--- src/tcw_consts.vh ---
`ifndef TCW_CONSTS_VH
`define TCW_CONSTS_VH

// Register word offsets on the Avalon-MM slave.
`define TCW_ADDR_CTRL 3'h0
`define TCW_ADDR_COUNT 3'h1
`define TCW_ADDR_COMPARE 3'h2
`define TCW_ADDR_FLAGS 3'h3
`define TCW_ADDR_PORT 3'h4

// Control register field positions.
`define TCW_CTRL_MODE_LO 0
`define TCW_CTRL_MODE_HI 1
`define TCW_CTRL_ACT_LO 2
`define TCW_CTRL_ACT_HI 3
`define TCW_CTRL_FORCE 4

// Flags register bit positions.
`define TCW_FLAG_CMP 0
`define TCW_FLAG_OVF 1

// Port register bit positions.
`define TCW_PORT_DATA 0
`define TCW_PORT_DIR 1

// Waveform mode encodings.
`define TCW_MODE_NORMAL 2'h0
`define TCW_MODE_PHASE 2'h1
`define TCW_MODE_CLEAR 2'h2
`define TCW_MODE_FAST 2'h3

// Output action encodings.
`define TCW_ACT_NONE 2'h0
`define TCW_ACT_TOGGLE 2'h1
`define TCW_ACT_CLEAR 2'h2
`define TCW_ACT_SET 2'h3

// Counter extremes and reset values.
`define TCW_BOTTOM 8'h00
`define TCW_MAX 8'hFF
`define TCW_RST_BYTE 8'h00
`define TCW_RST_MODE 2'h0
`define TCW_RST_ACT 2'h0
`define TCW_RST_BIT 1'b0
`define TCW_RST_IDLE 1'b1
`define TCW_RST_WORD 32'h00000000

`endif

--- src/tcw_timer8_compare.v ---
// Decided for this implementation: the Avalon-MM register port and the register addresses.
`timescale 1ns/100ps
`include "tcw_consts.vh"

// Summary of operation
// - Force strobe in normal or clear mode acts on latch only, no flag, no clear.
// - Counter write blocks any compare match on the next timer tick, even stopped.
// - Output latch keeps its value when the waveform mode changes.
// - Output action field is not buffered; next match uses the new setting.
// - Reset clears the output latch to zero.
// - Nonzero action field routes latch to pin; direction bit still gates the driver.
// - Action field zero leaves the latch untouched on match in every mode.
// - Normal mode counts up only and wraps from FF to 00.
// - Normal mode sets overflow flag on the tick the counter becomes zero.
// - Clear mode resets the counter to zero on compare match.
// - Clear mode compare writes are immediate; a missed match runs through wrap.
// - Clear mode with action one toggles the latch on every match.
// - Clear mode sets overflow flag on the tick passing from FF to 00.
// - Fast PWM counts zero to FF then clears on the next tick.
// - Fast PWM action two clears on match, sets at bottom; three inverts both.
// - Fast PWM sets overflow flag on each tick that takes the counter from FF to 00.
// - Fast PWM compare zero gives a narrow pulse; compare FF gives a constant level.
// - Fast PWM action one toggles on match with the compare still double buffered.
// - Compare flag is set one timer tick after the match is detected.
// - Compare is double buffered in PWM modes, loaded at bottom; direct otherwise.
// - CPU counter write beats any count or clear in the same cycle.
// - Force strobe bit always reads as zero.
module tcw_timer8_compare (
  input wire core_clk,
  input wire nrst,
  input wire timer_tick,
  input wire [2:0] avs_address,
  input wire avs_read,
  input wire avs_write,
  input wire [31:0] avs_writedata,
  output reg [31:0] avs_readdata,
  output reg avs_waitrequest,
  output reg pin_out,
  output reg pin_oe_n
);

  reg [7:0] counter_value;
  reg [7:0] compare_value;
  reg [7:0] compare_buffer;
  reg [1:0] waveform_mode_field;
  reg [1:0] output_action_field;
  reg compare_output_latch;
  wire compare_match_flag;
  wire overflow_flag;
  reg match_pending;
  reg match_block;
  reg port_data;
  reg output_pin_direction;

  reg next_latch;
  reg [7:0] next_count;
  reg [31:0] next_readdata;

  wire bus_req;
  wire bus_apply;
  wire wr_apply;
  wire wr_ctrl;
  wire wr_count;
  wire wr_compare;
  wire wr_flags;
  wire is_pwm;
  wire is_clear_mode;
  wire at_max;
  wire match;
  wire force_strobe;
  wire cmp_set;
  wire cmp_clear;
  wire ovf_set;
  wire ovf_clear;
  wire event_level;

  // Bus handshake: the first request cycle drops waitrequest, the next edge applies.
  // A write lands only on the edge that also sees waitrequest low, never twice.
  assign bus_req = avs_read | avs_write;
  assign bus_apply = bus_req & ~avs_waitrequest;
  assign wr_apply = avs_write & ~avs_waitrequest;
  assign wr_ctrl = wr_apply & (avs_address == `TCW_ADDR_CTRL);
  assign wr_count = wr_apply & (avs_address == `TCW_ADDR_COUNT);
  assign wr_compare = wr_apply & (avs_address == `TCW_ADDR_COMPARE);
  assign wr_flags = wr_apply & (avs_address == `TCW_ADDR_FLAGS);

  // Mode decode and compare detection.
  // A blocked or untimed cycle never reports a match, so the flag and latch agree.
  assign is_pwm = (waveform_mode_field == `TCW_MODE_FAST) |
                  (waveform_mode_field == `TCW_MODE_PHASE);
  assign is_clear_mode = (waveform_mode_field == `TCW_MODE_CLEAR);
  assign at_max = (counter_value == `TCW_MAX);
  assign match = timer_tick & ~match_block & (counter_value == compare_value);
  assign force_strobe = wr_ctrl & avs_writedata[`TCW_CTRL_FORCE] & ~is_pwm;

  // Non-PWM action level, shared by real matches and the forced strobe.
  tcw_action_level #(
    .WIDTH(2)
  ) u_action (
    .action(output_action_field),
    .level(compare_output_latch),
    .next_level(event_level)
  );

  // Next counter value; a CPU write outranks every count or clear.
  // The increment wraps from FF to 00 on its own; only clear mode forces zero.
  always @* begin
    next_count = counter_value;
    if (wr_count) begin
      next_count = avs_writedata[7:0];
    end else if (timer_tick) begin
      if (is_clear_mode && match) begin
        next_count = `TCW_BOTTOM;
      end else begin
        next_count = counter_value + 8'h01;
      end
    end
  end

  // Next latch value from the action field, the mode and the forced strobe.
  // The action field is read live, so a new setting governs the very next match.
  always @* begin
    next_latch = compare_output_latch;
    if (force_strobe) begin
      next_latch = event_level;
    end else if (waveform_mode_field == `TCW_MODE_FAST) begin
      case (output_action_field)
        `TCW_ACT_TOGGLE: begin
          if (match) begin
            next_latch = ~compare_output_latch;
          end
        end
        `TCW_ACT_CLEAR: begin
          // Bottom wins over a match at FF, so compare FF holds the level.
          if (timer_tick && at_max) begin
            next_latch = 1'b1;
          end else if (match) begin
            next_latch = 1'b0;
          end
        end
        `TCW_ACT_SET: begin
          if (timer_tick && at_max) begin
            next_latch = 1'b0;
          end else if (match) begin
            next_latch = 1'b1;
          end
        end
        default: next_latch = compare_output_latch;
      endcase
    end else if (!is_pwm && match) begin
      next_latch = event_level;
    end
  end

  // Read data mux; the force strobe always reads back as zero.
  // Compare reads return the buffer, so software sees what it wrote in every mode.
  always @* begin
    next_readdata = 32'h00000000;
    case (avs_address)
      `TCW_ADDR_CTRL: begin
        next_readdata[`TCW_CTRL_MODE_HI:`TCW_CTRL_MODE_LO] = waveform_mode_field;
        next_readdata[`TCW_CTRL_ACT_HI:`TCW_CTRL_ACT_LO] = output_action_field;
        next_readdata[`TCW_CTRL_FORCE] = 1'b0;
      end
      `TCW_ADDR_COUNT: next_readdata[7:0] = counter_value;
      `TCW_ADDR_COMPARE: next_readdata[7:0] = compare_buffer;
      `TCW_ADDR_FLAGS: begin
        next_readdata[`TCW_FLAG_CMP] = compare_match_flag;
        next_readdata[`TCW_FLAG_OVF] = overflow_flag;
      end
      `TCW_ADDR_PORT: begin
        next_readdata[`TCW_PORT_DATA] = port_data;
        next_readdata[`TCW_PORT_DIR] = output_pin_direction;
      end
      default: next_readdata = 32'h00000000;
    endcase
  end

  // Avalon-MM slave: waitrequest low for one cycle per request, data ready with it.
  // Read data are captured one edge early and stand while waitrequest is low.
  always @(posedge core_clk or negedge nrst) begin
    if (!nrst) begin
      avs_waitrequest <= `TCW_RST_IDLE;
      avs_readdata <= `TCW_RST_WORD;
    end else begin
      if (bus_req && avs_waitrequest) begin
        avs_waitrequest <= 1'b0;
        avs_readdata <= next_readdata;
      end else begin
        avs_waitrequest <= 1'b1;
      end
    end
  end

  // Control and port registers written by software.
  // The latch is untouched here, so switching modes keeps its level.
  always @(posedge core_clk or negedge nrst) begin
    if (!nrst) begin
      waveform_mode_field <= `TCW_RST_MODE;
      output_action_field <= `TCW_RST_ACT;
      port_data <= `TCW_RST_BIT;
      output_pin_direction <= `TCW_RST_BIT;
    end else begin
      if (wr_ctrl) begin
        waveform_mode_field <= avs_writedata[`TCW_CTRL_MODE_HI:`TCW_CTRL_MODE_LO];
        output_action_field <= avs_writedata[`TCW_CTRL_ACT_HI:`TCW_CTRL_ACT_LO];
      end
      if (wr_apply && avs_address == `TCW_ADDR_PORT) begin
        port_data <= avs_writedata[`TCW_PORT_DATA];
        output_pin_direction <= avs_writedata[`TCW_PORT_DIR];
      end
    end
  end

  // Counter, match blocking and delayed match for the compare flag.
  // The block survives a stopped timer until the next tick has gone by.
  always @(posedge core_clk or negedge nrst) begin
    if (!nrst) begin
      counter_value <= `TCW_RST_BYTE;
      match_block <= `TCW_RST_BIT;
      match_pending <= `TCW_RST_BIT;
    end else begin
      counter_value <= next_count;
      if (wr_count) begin
        match_block <= 1'b1;
      end else if (timer_tick) begin
        match_block <= 1'b0;
      end
      if (timer_tick) begin
        match_pending <= match;
      end
    end
  end

  // Compare value: direct in normal and clear modes, buffered in PWM modes.
  // Buffered loads happen at the FF tick so a period never mixes two duties.
  always @(posedge core_clk or negedge nrst) begin
    if (!nrst) begin
      compare_buffer <= `TCW_RST_BYTE;
      compare_value <= `TCW_RST_BYTE;
    end else begin
      if (wr_compare) begin
        compare_buffer <= avs_writedata[7:0];
      end
      if (wr_compare && !is_pwm) begin
        compare_value <= avs_writedata[7:0];
      end else if (is_pwm && timer_tick && at_max) begin
        compare_value <= compare_buffer;
      end
    end
  end

  // Sticky flags; a hardware set wins over a same-cycle write-one clear.
  // Overflow is held back when software rewrites the counter on the same edge.
  assign cmp_set = timer_tick & match_pending;
  assign cmp_clear = wr_flags & avs_writedata[`TCW_FLAG_CMP];
  assign ovf_set = timer_tick & at_max & ~wr_count;
  assign ovf_clear = wr_flags & avs_writedata[`TCW_FLAG_OVF];

  // Compare match flag, set one tick after the match.
  tcw_sticky_flag #(
    .RST_VALUE(`TCW_RST_BIT)
  ) u_cmp_flag (
    .core_clk(core_clk),
    .nrst(nrst),
    .set_event(cmp_set),
    .clear_req(cmp_clear),
    .flag(compare_match_flag)
  );

  // Overflow flag, set on the tick that leaves FF.
  tcw_sticky_flag #(
    .RST_VALUE(`TCW_RST_BIT)
  ) u_ovf_flag (
    .core_clk(core_clk),
    .nrst(nrst),
    .set_event(ovf_set),
    .clear_req(ovf_clear),
    .flag(overflow_flag)
  );

  // Output latch and pin drive.
  // The driver enable follows the direction bit whatever the action field says.
  always @(posedge core_clk or negedge nrst) begin
    if (!nrst) begin
      compare_output_latch <= `TCW_RST_BIT;
      pin_out <= `TCW_RST_BIT;
      pin_oe_n <= `TCW_RST_IDLE;
    end else begin
      compare_output_latch <= next_latch;
      if (output_action_field != `TCW_ACT_NONE) begin
        pin_out <= next_latch;
      end else begin
        pin_out <= port_data;
      end
      pin_oe_n <= ~output_pin_direction;
    end
  end

endmodule

// Level left in the output latch by a non-PWM compare event.
// Real matches and the forced strobe share it, so both act exactly alike.
module tcw_action_level #(
  parameter WIDTH = 2
) (
  input wire [WIDTH-1:0] action,
  input wire level,
  output reg next_level
);

  // Toggle, clear or set; code zero leaves the level as it is.
  always @* begin
    case (action)
      `TCW_ACT_TOGGLE: next_level = ~level;
      `TCW_ACT_CLEAR: next_level = 1'b0;
      `TCW_ACT_SET: next_level = 1'b1;
      default: next_level = level;
    endcase
  end

endmodule

// One sticky status bit: set by a hardware event, cleared by software writing one.
// When both land on one edge the set wins, so no event is ever lost.
module tcw_sticky_flag #(
  parameter [0:0] RST_VALUE = 1'b0
) (
  input wire core_clk,
  input wire nrst,
  input wire set_event,
  input wire clear_req,
  output reg flag
);

  // Set outranks clear.
  always @(posedge core_clk or negedge nrst) begin
    if (!nrst) begin
      flag <= RST_VALUE;
    end else if (set_event) begin
      flag <= 1'b1;
    end else if (clear_req) begin
      flag <= 1'b0;
    end
  end

endmodule

--- config.mk ---
export PLATFORM = sky130hd
export DESIGN_NAME = tcw_timer8_compare
export DESIGN_NICKNAME = d
export VERILOG_FILES = /design/src/tcw_timer8_compare.v
export VERILOG_INCLUDE_DIRS = /design/src
export SDC_FILE = /design/constraint.sdc
export NUM_CORES = 1
export LEC_CHECK = 0
export ABC_AREA = 1
export ABC_CLOCK_PERIOD_IN_PS = 2100
export BUFFER_PORTS_ARGS = -buffer_cell sky130_fd_sc_hd__buf_2
export CAP_MARGIN = 25
export CORE_MARGIN = 3
export CORE_UTILIZATION = 34
export CTS_BUF_LIST = sky130_fd_sc_hd__clkbuf_8
export DETAILED_ROUTE_END_ITERATION = 16
export PLACE_DENSITY = 0.54
export SLEW_MARGIN = 25
export SYNTH_ARGS = -nofsm -noshare
export SYNTH_HDL_FRONTEND = slang
export SYNTH_SLANG_ARGS = --single-unit
--- constraint.sdc ---
create_clock -name core_clk -period 2.1 [get_ports core_clk]
set_input_delay 0.21 -clock core_clk [delete_from_list [all_inputs] [get_ports core_clk]]
set_output_delay 0.21 -clock core_clk [all_outputs]
set_load 0.02 [all_outputs]
# Word-level counts from Yosys, hierarchy flattened
# Index checks and enable logic that the tools add are counted.
[op_classes]
add_sub_neg = 1
n_eq_ne = 12
muxes = 26
n_bitwise = 22
reduce_logical = 15
[ops]
columns = ["operator", "n"]
rows = [
  ["$mux 8", 5],
  ["$mux 1", 16],
  ["$and 1x1->1", 14],
  ["$pmux 2 s5", 1],
  ["$reduce_bool 2->1", 5],
  ["$pmux 3 s3", 1],
  ["$add 8x1->8 const B", 1],
  ["$eq 2x2->1 const B", 4],
  ["$eq 8x8->1", 1],
  ["$eq 8x8->1 const B", 1],
  ["$logic_and 1x1->1", 8],
  ["$eq 3x2->1 const B", 2],
  ["$not 1->1", 6],
  ["$pmux 1 s3", 2],
  ["$pmux 3 s2", 1],
  ["$eq 2x1->1 const B", 2],
  ["$eq 3x1->1 const B", 1],
  ["$eq 3x3->1 const B", 1],
  ["$logic_not 3->1", 1],
  ["$or 1x1->1", 2],
  ["$logic_not 1->1", 1],
]
[word_totals]
ff_bits = 46
input_bits = 40
out_inout_bits = 35

# Depth between registers and ports, before layout
# Gate-level depths: netlist (run 1).
[depth]
depth_word = 9
depth_mapped = 15
depth_no_buf = 15

# Hierarchy
# Synthesis (run 1) repeated with hierarchy kept, for this count alone.
[hier_totals]
cells_unflattened = 337
hier_area_um2 = 2698.8
[modules_own_cells]
columns = ["mod", "n_inst", "cells_per_inst", "area_per_inst_um2", "seq_area_each_um2"]
rows = [
  ["tcw_timer8_compare", 1, 321, 2596.2, 1103.6],
  ["tcw_sticky_flag", 2, 5, 40.0, 25.0],
  ["tcw_action_level", 1, 6, 22.5, 0.0],
]

# Least setup slack after synthesis (run 1)
# OpenSTA, ideal clock, no wires.
[synth_path]
path_kind = "register -> register"
start = "reg counter_value[6]"
end = "reg compare_output_latch"
setup_time_ps = 119
t_arrival_ps = 1562
required_ps = 1981
path_slack_ps = 419
path_stages_with_launch = 13
n_path_buf = 0
cell_sequence = "dfrtp_1 > inv_1 > nand2_1 > nand2_1 > nand2_1 > nor2_1 > nand3_1 > ha_1 > nand3_1 > nand4_1 > nand2_1 > nand3_1 > and2_1"
[synth_between]
elab_chain_len = 7
word_cells_on_any_way = 14
cone_classes = "eq/ne (2); mux (9); bitwise (1); reduce/logical (2)"
[synth_lines]
columns = ["item", "line_no", "text"]
rows = [
  ["start, declared", "tcw_timer8_compare.v:42", "reg [7:0] counter_value;"],
  ["start signal, assigned", "tcw_timer8_compare.v:219", "counter_value <= `TCW_RST_BYTE;"],
  ["start signal, assigned", "tcw_timer8_compare.v:223", "counter_value <= next_count;"],
  ["$eq 8x8->1", "tcw_timer8_compare.v:93", "assign match = timer_tick & ~match_block & (counter_value == compare_value);"],
  ["$and 1x1->1", "tcw_timer8_compare.v:93", ""],
  ["$mux 1 (on tied branches)", "tcw_timer8_compare.v:144, tcw_timer8_compare.v:137", ""],
  ["$mux 1 (on tied branches)", "tcw_timer8_compare.v:142, tcw_timer8_compare.v:135", ""],
  ["$pmux 1 s3", "tcw_timer8_compare.v:127", "case (output_action_field)"],
  ["$mux 1 *", "tcw_timer8_compare.v:126", "end else if (waveform_mode_field == `TCW_MODE_FAST) begin"],
  ["$mux 1 *", "tcw_timer8_compare.v:124", "if (force_strobe) begin"],
  ["via next_latch", "tcw_timer8_compare.v:55", "reg next_latch;"],
  ["end signal, assigned", "tcw_timer8_compare.v:286", "compare_output_latch <= `TCW_RST_BIT;"],
  ["end signal, assigned", "tcw_timer8_compare.v:290", "compare_output_latch <= next_latch;"],
  ["end, declared", "tcw_timer8_compare.v:47", "reg compare_output_latch;"],
]
# Mark *: on every way through the listed nets, which the timed path passes. The rest lies on a longest branch.
# A chain may end at the register's enable or synchronous reset.

# Worst setup path in the final report (run 1)
[layout_path]
start = "reg counter_value[5]"
end = "reg compare_output_latch"
# The elaborated chain is that of the path after synthesis.

==> results.json, run 1 <==
{
  "drt_iter0_drc": 109,
  "yosys.area.top_type_share": 0.416,
  "clk_path_buf_depth": 2,
  "hold_viol": 29,
  "most_frequent_cp_cell": "nand2_1",
  "max-cap-violations": 0,
  "clk_pin_slew_worst_paths_ns": 0.09,
  "cpLargestDelayFamily": "simple AND/OR/NAND/NOR gates",
  "grt_remaining_overflow": 0,
  "synthesis.area_per_instance_um2": 7.93,
  "netlist_instances": 334,
  "swShare": 0.353,
  "endpoint_of_the_most_critical_register_to_register_path": "compare_output_latch",
  "tritoncts": "built",
  "crit_path_start_kind": "flop",
  "cts_setup_buffers": 0,
  "routabilityCongestion": 0.806,
  "cellLeakagePower_nw": 1.50,
  "totalNegativeSetupSlack_ns": 0,
  "finalSetupViolations": 0,
  "clock_power_share": 0.267,
  "critical-path-slowest-cell": "dfrtp_2",
  "fp.dieW_um": 94.2,
  "die_h_um": 94.2,
  "cellPowerDensity_nw_per_um2": 1020,
  "maxSlewHeadroom": 0.610,
  "share_of_post_route_cells_with_drive_strength_above_1": 0.193,
  "core-area_um2": 7410,
  "grt_pass1_vias": 1990,
  "synth_seq_area_share": 0.436,
  "hold-worst-slack_ns": -0.0150,
  "synth_area_leaders": "dfrtp_1, nand2_1, buf_4",
  "hold_buffers": 0,
  "design_power_total_mw": 3.03,
  "fin_util": 0.401,
  "comb_power_share": 0.293,
  "critical_path_class": "reg2reg",
  "crit_required_ns": 2.29,
  "layoutNonFillerInstCount": 467,
  "power.internal_mw": 1.96,
  "placed_instance_area_um2": 2820,
  "status": "complete, but fails checks",
  "grt_usage": 0.147,
  "crit_chain": "inv_1, nand2_1, nand2_1, nand2_1, nor2_2, nand3_2, ha_1, nand3_1, nand4_1, nand2_1, nand3_1, and2_1",
  "period_minus_slack_ns": 1.90,
  "placementRows": 31,
  "drt_first_pass_iters": 4,
  "final_area_um2": 2970,
  "clock.fmax_mhz": 526,
  "grt_setup_unrepaired": "no",
  "timing.final.crit_share": 0.905,
  "tightestPinTransition_ns": 0.585,
  "portbufs": 26,
  "drtAntennaViolNets": 0,
  "number_of_antenna_violations_at_the_first_check_in_global_routing": 0,
  "synth_enable_flop_cells": 0,
  "grt_first_pass_wirelength_um": 10000,
  "peak_fanout_along_the_critical_path": 4,
  "detail_route.drc_violations": 0,
  "postRouteWirelength_um": 6030,
  "reg2reg_from": "counter_value[5]",
  "endpoint_type_of_the_worst_setup_path": "flop",
  "finClkSkew_ns": 0.00842,
  "report.final.slew_viol_count": 0,
  "peakVddDrop_mv": 0.394,
  "reg2reg_setup_slack_ns": 0.20,
  "clock_sink_total": 46,
  "cp_num_buf_inv": 1,
  "ioPinCount": 75,
  "ys_ff_latch": 46,
  "yosysWarnings": 0,
  "worstRegToRegCells": 12,
  "avgViaCountPerCell": 4.55,
  "async_flop_share": 1.00,
  "num_antenna_cells": 0,
  "areaGrowthSynthToFinish_pct": 12.2,
  "htree_num_levels": 2,
  "seqPwrFrac": 0.440,
  "cts_root_buf": "clkbuf_8",
  "violations": "hold timing",
  "yosysMostFrequentCell": "nand2_1",
  "yosys.area.top_type": "dfrtp_1",
  "hpwl_um": 4560,
  "avgRoutedWirePerCell_um": 12.9,
  "start_util": 0.357,
  "floorplan.die_area_um2": 8880,
  "fill_cell_instance_count_of_the_final_layout": 789,
  "synth_cell_type_count": 39,
  "hp_class": "in2async",
  "cp_num_cells": 12,
  "grt_start_max_net_pins": 47,
  "synth_ff_type": "dfrtp_1",
  "post-place-cells": 459,
  "arrival_ns": 2.09,
  "inserted_clock_buffers": 5,
  "net-switching-power_mw": 1.07,
  "clock_latency_of_the_later_clocked_register_in_the_worst_skew_pair_ns": 0.30,
  "slowest_cell_delay_on_critical_path_ns": 0.45,
  "layout.nets": 410,
  "synth_commonest_cells": "nand2_1, dfrtp_1, inv_1, o21ai_0, buf_4",
  "syn_area_um2": 2650,
  "vias": 2123
}
[power by group through the flow]
| stage | Clock, mW | Combinational (mW) | Sequential (mW) |
|---|---|---|---|
| final | 0.807 | 0.886 | 1.33 |
| after global routing | 0.863 | 1.03 | 1.38 |
| after CTS | 0.831 | 0.878 | 1.33 |
| after detailed placement | 0 | 0.871 | 1.35 |
| after global placement | 0 | 0.858 | 1.35 |
| after floorplan | 0 | 0.630 | 1.34 |
[routing by layer]
layer,share of wire,GRT usage,up-vias
li1,-,-,1086
met1,0.47,0.208,978
met2,0.45,0.230,57
met3,0.071,0.0152,2
met4,0.0078,0.0578,0
met5,0,0,-
[kinds of logic after synthesis]
group,synth area share
xor gates and xnor gates,0.0165
DFF,0.436
AOI/OAI and AO/OA,0.162
other,0.00142
and+or+nand+nor,0.220
adders and majority gates,0.0142
buffers and inverters,0.150
[placed cells by master (no fill, tap or decap), types with 2 or more instances in the layout]
cell and instances:
buf_4 5, nor2_2 4, o22ai_1 9, xor2_1 5, nor3_1 2, bufinv_16 2, nor2_1 20, dfrtp_1 43
inv_1 42, o31ai_1 2, o21ai_2 6, o21ai_0 31, nand3_1 5, o21bai_1 7, nand3_2 3, dfstp_2 2
nand2_1 86, conb_1 24, ha_1 3, buf_2 26, nor3_2 2, nand2_2 4, inv_2 6, clkbuf_8 6
nand4_1 2, nor2_4 2, a31oi_1 3, a221oi_1 2, o221ai_1 2, a21oi_1 2
[sequential cells by signal, summed over array words and instances, names as in the netlist, 2 cells and up]
register,count
compare_value,8
compare_buffer,8
waveform_mode_field,2
avs_readdata,8
counter_value,8
output_action_field,2
[repair_timing]
action	4_1_cts	5_1_grt
hold endpoints to repair	0	0
gates resized for setup	0	6
endpoints found under the setup margin	0	2
[how the worst max path moves through the flow]
stage	from	slack, ns	end
floorplan	counter_value[6]	0.42	compare_output_latch
global placement	counter_value[5]	0.12	compare_output_latch
detailed placement	counter_value[5]	0.13	compare_output_latch
CTS	counter_value[5]	0.1	compare_output_latch
global route	counter_value[7]	0.01	pin_out
finish	counter_value[5]	0.20	compare_output_latch
[stage by stage]
step / setup WS (ns) / hold slack (ns)
floorplan: 0.419 / -0.0856
finish: 0.200 / -0.0150
detailed placement: 0.128 / 0.344
global placement: 0.122 / 0.349
CTS: 0.0977 / 0.00423
global route: 0.0112 / 0.0426
[cell type report]
| type | instances | area (um2) | share of cell area |
|---|---|---|---|
| Timing Repair Buffer | 31 | 168 | 0.0564 |
| Clock inverter | 2 | 60.1 | 0.0202 |
| Sequential cell | 46 | 1150 | 0.389 |
| Inverter | 50 | 190 | 0.0640 |
| Clock buffer | 6 | 82.6 | 0.0278 |
| Tap cell | 99 | 124 | 0.0417 |
| Multi-Input combinational cell | 233 | 1190 | 0.401 |
[worst reg2reg max path, cell delays in order, from the launching register on]
cell     delay, ns
dfrtp_2       0.45
inv_1         0.10
nand2_1       0.05
nand2_1       0.07
nand2_1       0.07
nor2_2        0.13
nand3_2       0.14
ha_1          0.29
nand3_1       0.09
nand4_1       0.10
nand2_1       0.07
nand3_1       0.08
and2_1        0.15
Power figures use the tool's default switching activity.
==> inputs of run 2 (changes only) <==
--- a/config.mk
+++ b/config.mk
@@ -8,7 +8,7 @@
 export LEC_CHECK = 0
 export ABC_AREA = 1
 export ABC_CLOCK_PERIOD_IN_PS = 2100
-export BUFFER_PORTS_ARGS = -buffer_cell sky130_fd_sc_hd__buf_2
+export BUFFER_PORTS_ARGS = -buffer_cell sky130_fd_sc_hd__buf_4
 export CAP_MARGIN = 25
 export CORE_MARGIN = 3
 export CORE_UTILIZATION = 34
==> run 2 against run 1 <==
The run now ends clean. Register-to-register slack improved by 0.04 ns. Via count down 0.14%. Worst setup slack better by 0.039 ns.
==> results.json, run 2 (synthesis gave the netlist of run 1 again) <==
{
  "status": "complete, no violations",
  "report.final.slew_viol_count": 0,
  "core-area_um2": 7410,
  "peakVddDrop_mv": 0.269,
  "grt_start_max_net_pins": 47,
  "clock.fmax_mhz": 537,
  "vias": 2120,
  "clk_pin_slew_worst_paths_ns": 0.08,
  "placementRows": 31,
  "postRouteWirelength_um": 6130,
  "finClkSkew_ns": 0.00296,
  "cellLeakagePower_nw": 1.50,
  "timing.final.crit_share": 0.886,
  "crit_path_start_kind": "flop",
  "grt_usage": 0.151,
  "floorplan.die_area_um2": 8880,
  "cpLargestDelayFamily": "simple AND/OR/NAND/NOR gates",
  "peak_fanout_along_the_critical_path": 5,
  "clock_sink_total": 46,
  "hp_class": "in2reg",
  "hold_path_depth": 2,
  "number_of_antenna_violations_at_the_first_check_in_global_routing": 0,
  "die_h_um": 94.2,
  "worstRegToRegCells": 12,
  "cp_num_buf_inv": 1,
  "slowest_cell_delay_on_critical_path_ns": 0.42,
  "endpoint_type_of_the_worst_setup_path": "flop",
  "critical-path-slowest-cell": "dfrtp_1",
  "clk_path_buf_depth": 2,
  "final_area_um2": 3000,
  "ioPinCount": 75,
  "tightestPinTransition_ns": 0.593,
  "drt_iter0_drc": 117,
  "max-cap-violations": 0,
  "cellPowerDensity_nw_per_um2": 928,
  "most_frequent_cp_cell": "nand2_1",
  "cts_root_buf": "clkbuf_8",
  "grt_first_pass_wirelength_um": 10200,
  "hold_viol": 0,
  "grt_util_met1": 0.214,
  "cp_num_cells": 12,
  "busiest_layer": "met2",
  "htree_num_levels": 2,
  "start_util": 0.357,
  "areaGrowthSynthToFinish_pct": 13.2,
  "detail_route.drc_violations": 0,
  "most-common-layout-cells": "nand2_1, inv_1, dfrtp_1",
  "avgViaCountPerCell": 4.52,
  "finalSetupViolations": 0,
  "fp.dieW_um": 94.2,
  "grt_pass1_vias": 2013,
  "grt_remaining_overflow": 0,
  "critical_path_class": "reg2reg",
  "drtAntennaViolNets": 0,
  "grt.met2_usage": 0.233,
  "crit_required_ns": 2.29,
  "met3_usage": 0.0232,
  "avgRoutedWirePerCell_um": 13.1,
  "period_minus_slack_ns": 1.86,
  "placed_instance_area_um2": 2880,
  "portbufs": 26,
  "grt_setup_unrepaired": "no",
  "maxSlewHeadroom": 0.605,
  "totalNegativeSetupSlack_ns": 0,
  "crit_chain": "inv_2, nand2_1, nand2_1, nand2_1, nor2_2, nand3_2, ha_1, nand3_1, nand4_1, nand2_1, nand3_1, and2_1",
  "layout_commonest_cell": "nand2_1",
  "hpwl_um": 4610,
  "clock_latency_of_the_later_clocked_register_in_the_worst_skew_pair_ns": 0.30,
  "tritoncts": "built",
  "inserted_clock_buffers": 5,
  "layout.nets": 413,
  "arrival_ns": 2.06,
  "routabilityCongestion": 0.820,
  "share_of_post_route_cells_with_drive_strength_above_1": 0.195,
  "num_antenna_cells": 0,
  "drt_first_pass_iters": 4
}
[run 2: per-stage QoR]
| stage | cells | total power [mW] | utilization | hold slack, ns | worst slack [ns] |
|---|---|---|---|---|---|
| after floorplan | 357 | 1.97 | - | -0.0856 | 0.419 |
| after global placement | 458 | 2.24 | 0.388 | 0.271 | 0.125 |
| after detailed placement | 458 | 2.25 | 0.388 | 0.266 | 0.118 |
| after CTS | 466 | 2.77 | 0.400 | 0.112 | 0.0918 |
| after global routing | 469 | 3.02 | 0.404 | 0.116 | 0.0143 |
| final | 469 | 2.78 | 0.404 | 0.117 | 0.239 |
[run 2: cell type report]
class	count	area (um2)
clock inverters	2	7.51
inverters	50	190
fillers	784	4410
clock buffers	5	68.8
multi-input cells	233	1190
repair buffers	34	258
well taps	99	124
flip-flops and latches	46	1160
[run 2: path summary, 6_finish.rpt]
path / from / slack (ns) / to
setup / recovery: counter_value[4] / 0.24 / compare_output_latch
hold / removal: timer_tick / 0.12 / match_block
setup reg to reg: counter_value[4] / 0.24 / compare_output_latch
hold reg to reg: output_pin_direction / 0.44 / pin_oe_n
max in group asynchronous: nrst / 1.22 / counter_value[0]
min in group asynchronous: nrst / 0.46 / compare_value[5]
[run 2: routing by layer]
metal,share of wire,vias up
met2,0.46,54
met4,0.018,0
met5,0,-
met3,0.041,9
li1,-,1095
met1,0.48,962
[run 2: where the power goes]
part | switching [mW] | internal [mW]
Sequential | 0.214 | 1.12
Clock | 0.286 | 0.220
Combinational | 0.563 | 0.374
[run 2: what timing repair did]
item | CTS | global route
endpoints found under the hold margin | 44 | 0
setup buffers | 0 | 3
endpoints found under the setup margin | 0 | 2
gates resized for setup | 0 | 8
hold buffers | 1 | 0
==> inputs of run 3 (changes only) <==
--- a/config.mk
+++ b/config.mk
@@ -10,6 +10,7 @@
 export ABC_CLOCK_PERIOD_IN_PS = 2100
 export BUFFER_PORTS_ARGS = -buffer_cell sky130_fd_sc_hd__buf_4
 export CAP_MARGIN = 25
+export CORE_ASPECT_RATIO = 1.1
 export CORE_MARGIN = 3
 export CORE_UTILIZATION = 34
 export CTS_BUF_LIST = sky130_fd_sc_hd__clkbuf_8
==> run 3 against run 2 <==
Clock skew is 0.0058 ns higher. Register-to-register slack got worse by 0.05 ns. Worst setup slack worse by 0.050 ns. Clock power grew 12%. Die area barely moved. Fmax fell by 2.6%. Via count is 1.0% lower. Critical path type unchanged. Largest cell class unchanged.
==> results.json, run 3 (synthesis gave the netlist of run 1 again) <==
{
  "fp.dieW_um": 90.1,
  "placementRows": 33,
  "max-cap-violations": 0,
  "routabilityCongestion": 0.811,
  "seqPwrFrac": 0.474,
  "endpoint_type_of_the_worst_setup_path": "flop",
  "areaGrowthSynthToFinish_pct": 12.9,
  "critical_path_class": "reg2reg",
  "clock_sink_total": 46,
  "most-common-layout-cells": "nand2_1, dfrtp_1, inv_1",
  "reg2reg_from": "counter_value[5]",
  "cts_setup_buffers": 0,
  "place_ws_ns": 0.0854,
  "core-area_um2": 7510,
  "num_antenna_cells": 0,
  "avgRoutedWirePerCell_um": 13.0,
  "timing.final.crit_share": 0.910,
  "net-switching-power_mw": 1.06,
  "design_power_total_mw": 2.80,
  "layout.nets": 409,
  "most_frequent_cp_cell": "nand2_1",
  "finalSetupViolations": 0,
  "period_minus_slack_ns": 1.91,
  "crit_path_start_kind": "flop",
  "cellPowerDensity_nw_per_um2": 937,
  "clock_latency_of_the_later_clocked_register_in_the_worst_skew_pair_ns": 0.30,
  "cts_root_buf": "clkbuf_8",
  "grt_setup_unrepaired": "no",
  "ioPinCount": 75,
  "layout_commonest_cell": "nand2_1",
  "peakVddDrop_mv": 0.240,
  "number_of_antenna_violations_at_the_first_check_in_global_routing": 0,
  "detail_route.drc_violations": 0,
  "tightestPinTransition_ns": 0.593,
  "hp_class": "in2reg",
  "postRouteWirelength_um": 6130,
  "crit_required_ns": 2.29,
  "share_of_post_route_cells_with_drive_strength_above_1": 0.183,
  "power.internal_mw": 1.74,
  "status": "complete, no violations",
  "clock.fmax_mhz": 523,
  "tritoncts": "built",
  "worstHoldStart": "timer_tick",
  "maxSlewHeadroom": 0.605,
  "grt_usage": 0.145,
  "worstRegToRegCells": 12,
  "grt_start_max_net_pins": 47,
  "hold_path_depth": 2,
  "hold_viol": 0,
  "grt_pass1_vias": 2057,
  "peak_fanout_along_the_critical_path": 4,
  "htree_num_levels": 2,
  "start_util": 0.352,
  "die_h_um": 98.6,
  "slowest_cell_delay_on_critical_path_ns": 0.45,
  "grt_remaining_overflow": 0,
  "fill_cell_instance_count_of_the_final_layout": 819,
  "clk_pin_slew_worst_paths_ns": 0.09,
  "crit_chain": "inv_1, nand2_1, nand2_1, nand2_1, nor2_2, nand3_2, ha_1, nand3_1, nand4_1, nand2_1, nand3_1, and2_1",
  "inserted_clock_buffers": 5,
  "comb_power_share": 0.324,
  "totalNegativeSetupSlack_ns": 0,
  "vias": 2098,
  "reg2reg_setup_slack_ns": 0.19,
  "hpwl_um": 4650,
  "clock_power_share": 0.202,
  "drt_iter0_drc": 95,
  "finClkSkew_ns": 0.00876,
  "hold-worst-slack_ns": 0.122,
  "swShare": 0.380,
  "cellLeakagePower_nw": 1.49,
  "portbufs": 26,
  "hold-path-endpoint": "match_pending",
  "critical-path-slowest-cell": "dfrtp_1",
  "clk_path_buf_depth": 2,
  "drtAntennaViolNets": 0,
  "endpoint_of_the_most_critical_register_to_register_path": "compare_output_latch",
  "arrival_ns": 2.10,
  "avgViaCountPerCell": 4.44,
  "post-route-worst-setup-slack_ns": 0.189,
  "report.final.slew_viol_count": 0,
  "grt_first_pass_wirelength_um": 10300,
  "drt_first_pass_iters": 4,
  "floorplan.die_area_um2": 8880
}
[run 3: worst max-delay path by stage]
stage | slack [ns] | from | cells past startpoint | to
after detailed placement | 0.09 | counter_value[5] | 12 | compare_output_latch
after global placement | 0.11 | counter_value[5] | 12 | compare_output_latch
final | 0.19 | counter_value[5] | 12 | compare_output_latch
after CTS | 0.07 | counter_value[5] | 12 | compare_output_latch
after floorplan | 0.42 | counter_value[6] | 12 | compare_output_latch
after global routing | 0.004 | counter_value[5] | 13 | pin_out
[run 3: area by class of cell]
cell class / count / area [um2] / share of cell area
clock inverter: 2 / 12.5 / 0.00418
clock buffer: 6 / 82.6 / 0.0276
inverter: 50 / 190 / 0.0636
sequential: 46 / 1150 / 0.386
timing repair buffer: 30 / 228 / 0.0762
tap: 105 / 131 / 0.0439
multi-input combinational: 233 / 1190 / 0.399
[run 3: power groups by stage]
stage | clock network (mW) | logic (mW) | registers [mW]
after CTS | 0.580 | 0.903 | 1.33
final | 0.566 | 0.908 | 1.33
after global routing | 0.610 | 1.04 | 1.37
after detailed placement | 0 | 0.898 | 1.34
after global placement | 0 | 0.882 | 1.34
after floorplan | 0 | 0.630 | 1.34
[run 3: per-stage QoR]
step	utilization	cell area (um2)	instances
after floorplan	-	2730	357
after global placement	0.383	2880	463
after detailed placement	0.383	2880	463
after CTS	0.397	2980	472
after global routing	0.398	2990	472
final	0.398	2990	472
[run 3: timing repair]
| action | CTS | global route |
|---|---|---|
| endpoints found under the hold margin | 44 | 0 |
| hold buffers | 1 | 0 |
| setup endpoints to repair | 0 | 2 |
| resized for setup | 0 | 4 |
[run 3: critical path: cells and delay by family (launching register included)]
kind | cells | cell delay [ns]
and+or+nand+nor | 10 | 0.95
buffers and inverters | 1 | 0.12
DFF | 1 | 0.45
adders and majority gates | 1 | 0.29
[run 3: layer usage]
layer	global-route usage	wire length, um	vias to the layer above	part of all wire
met5	0	0	-	0
met3	0.0206	195	9	0.032
met1	0.185	2830	958	0.46
met2	0.251	2970	41	0.48
met4	0.0495	136	0	0.022
li1	-	-	1090	-
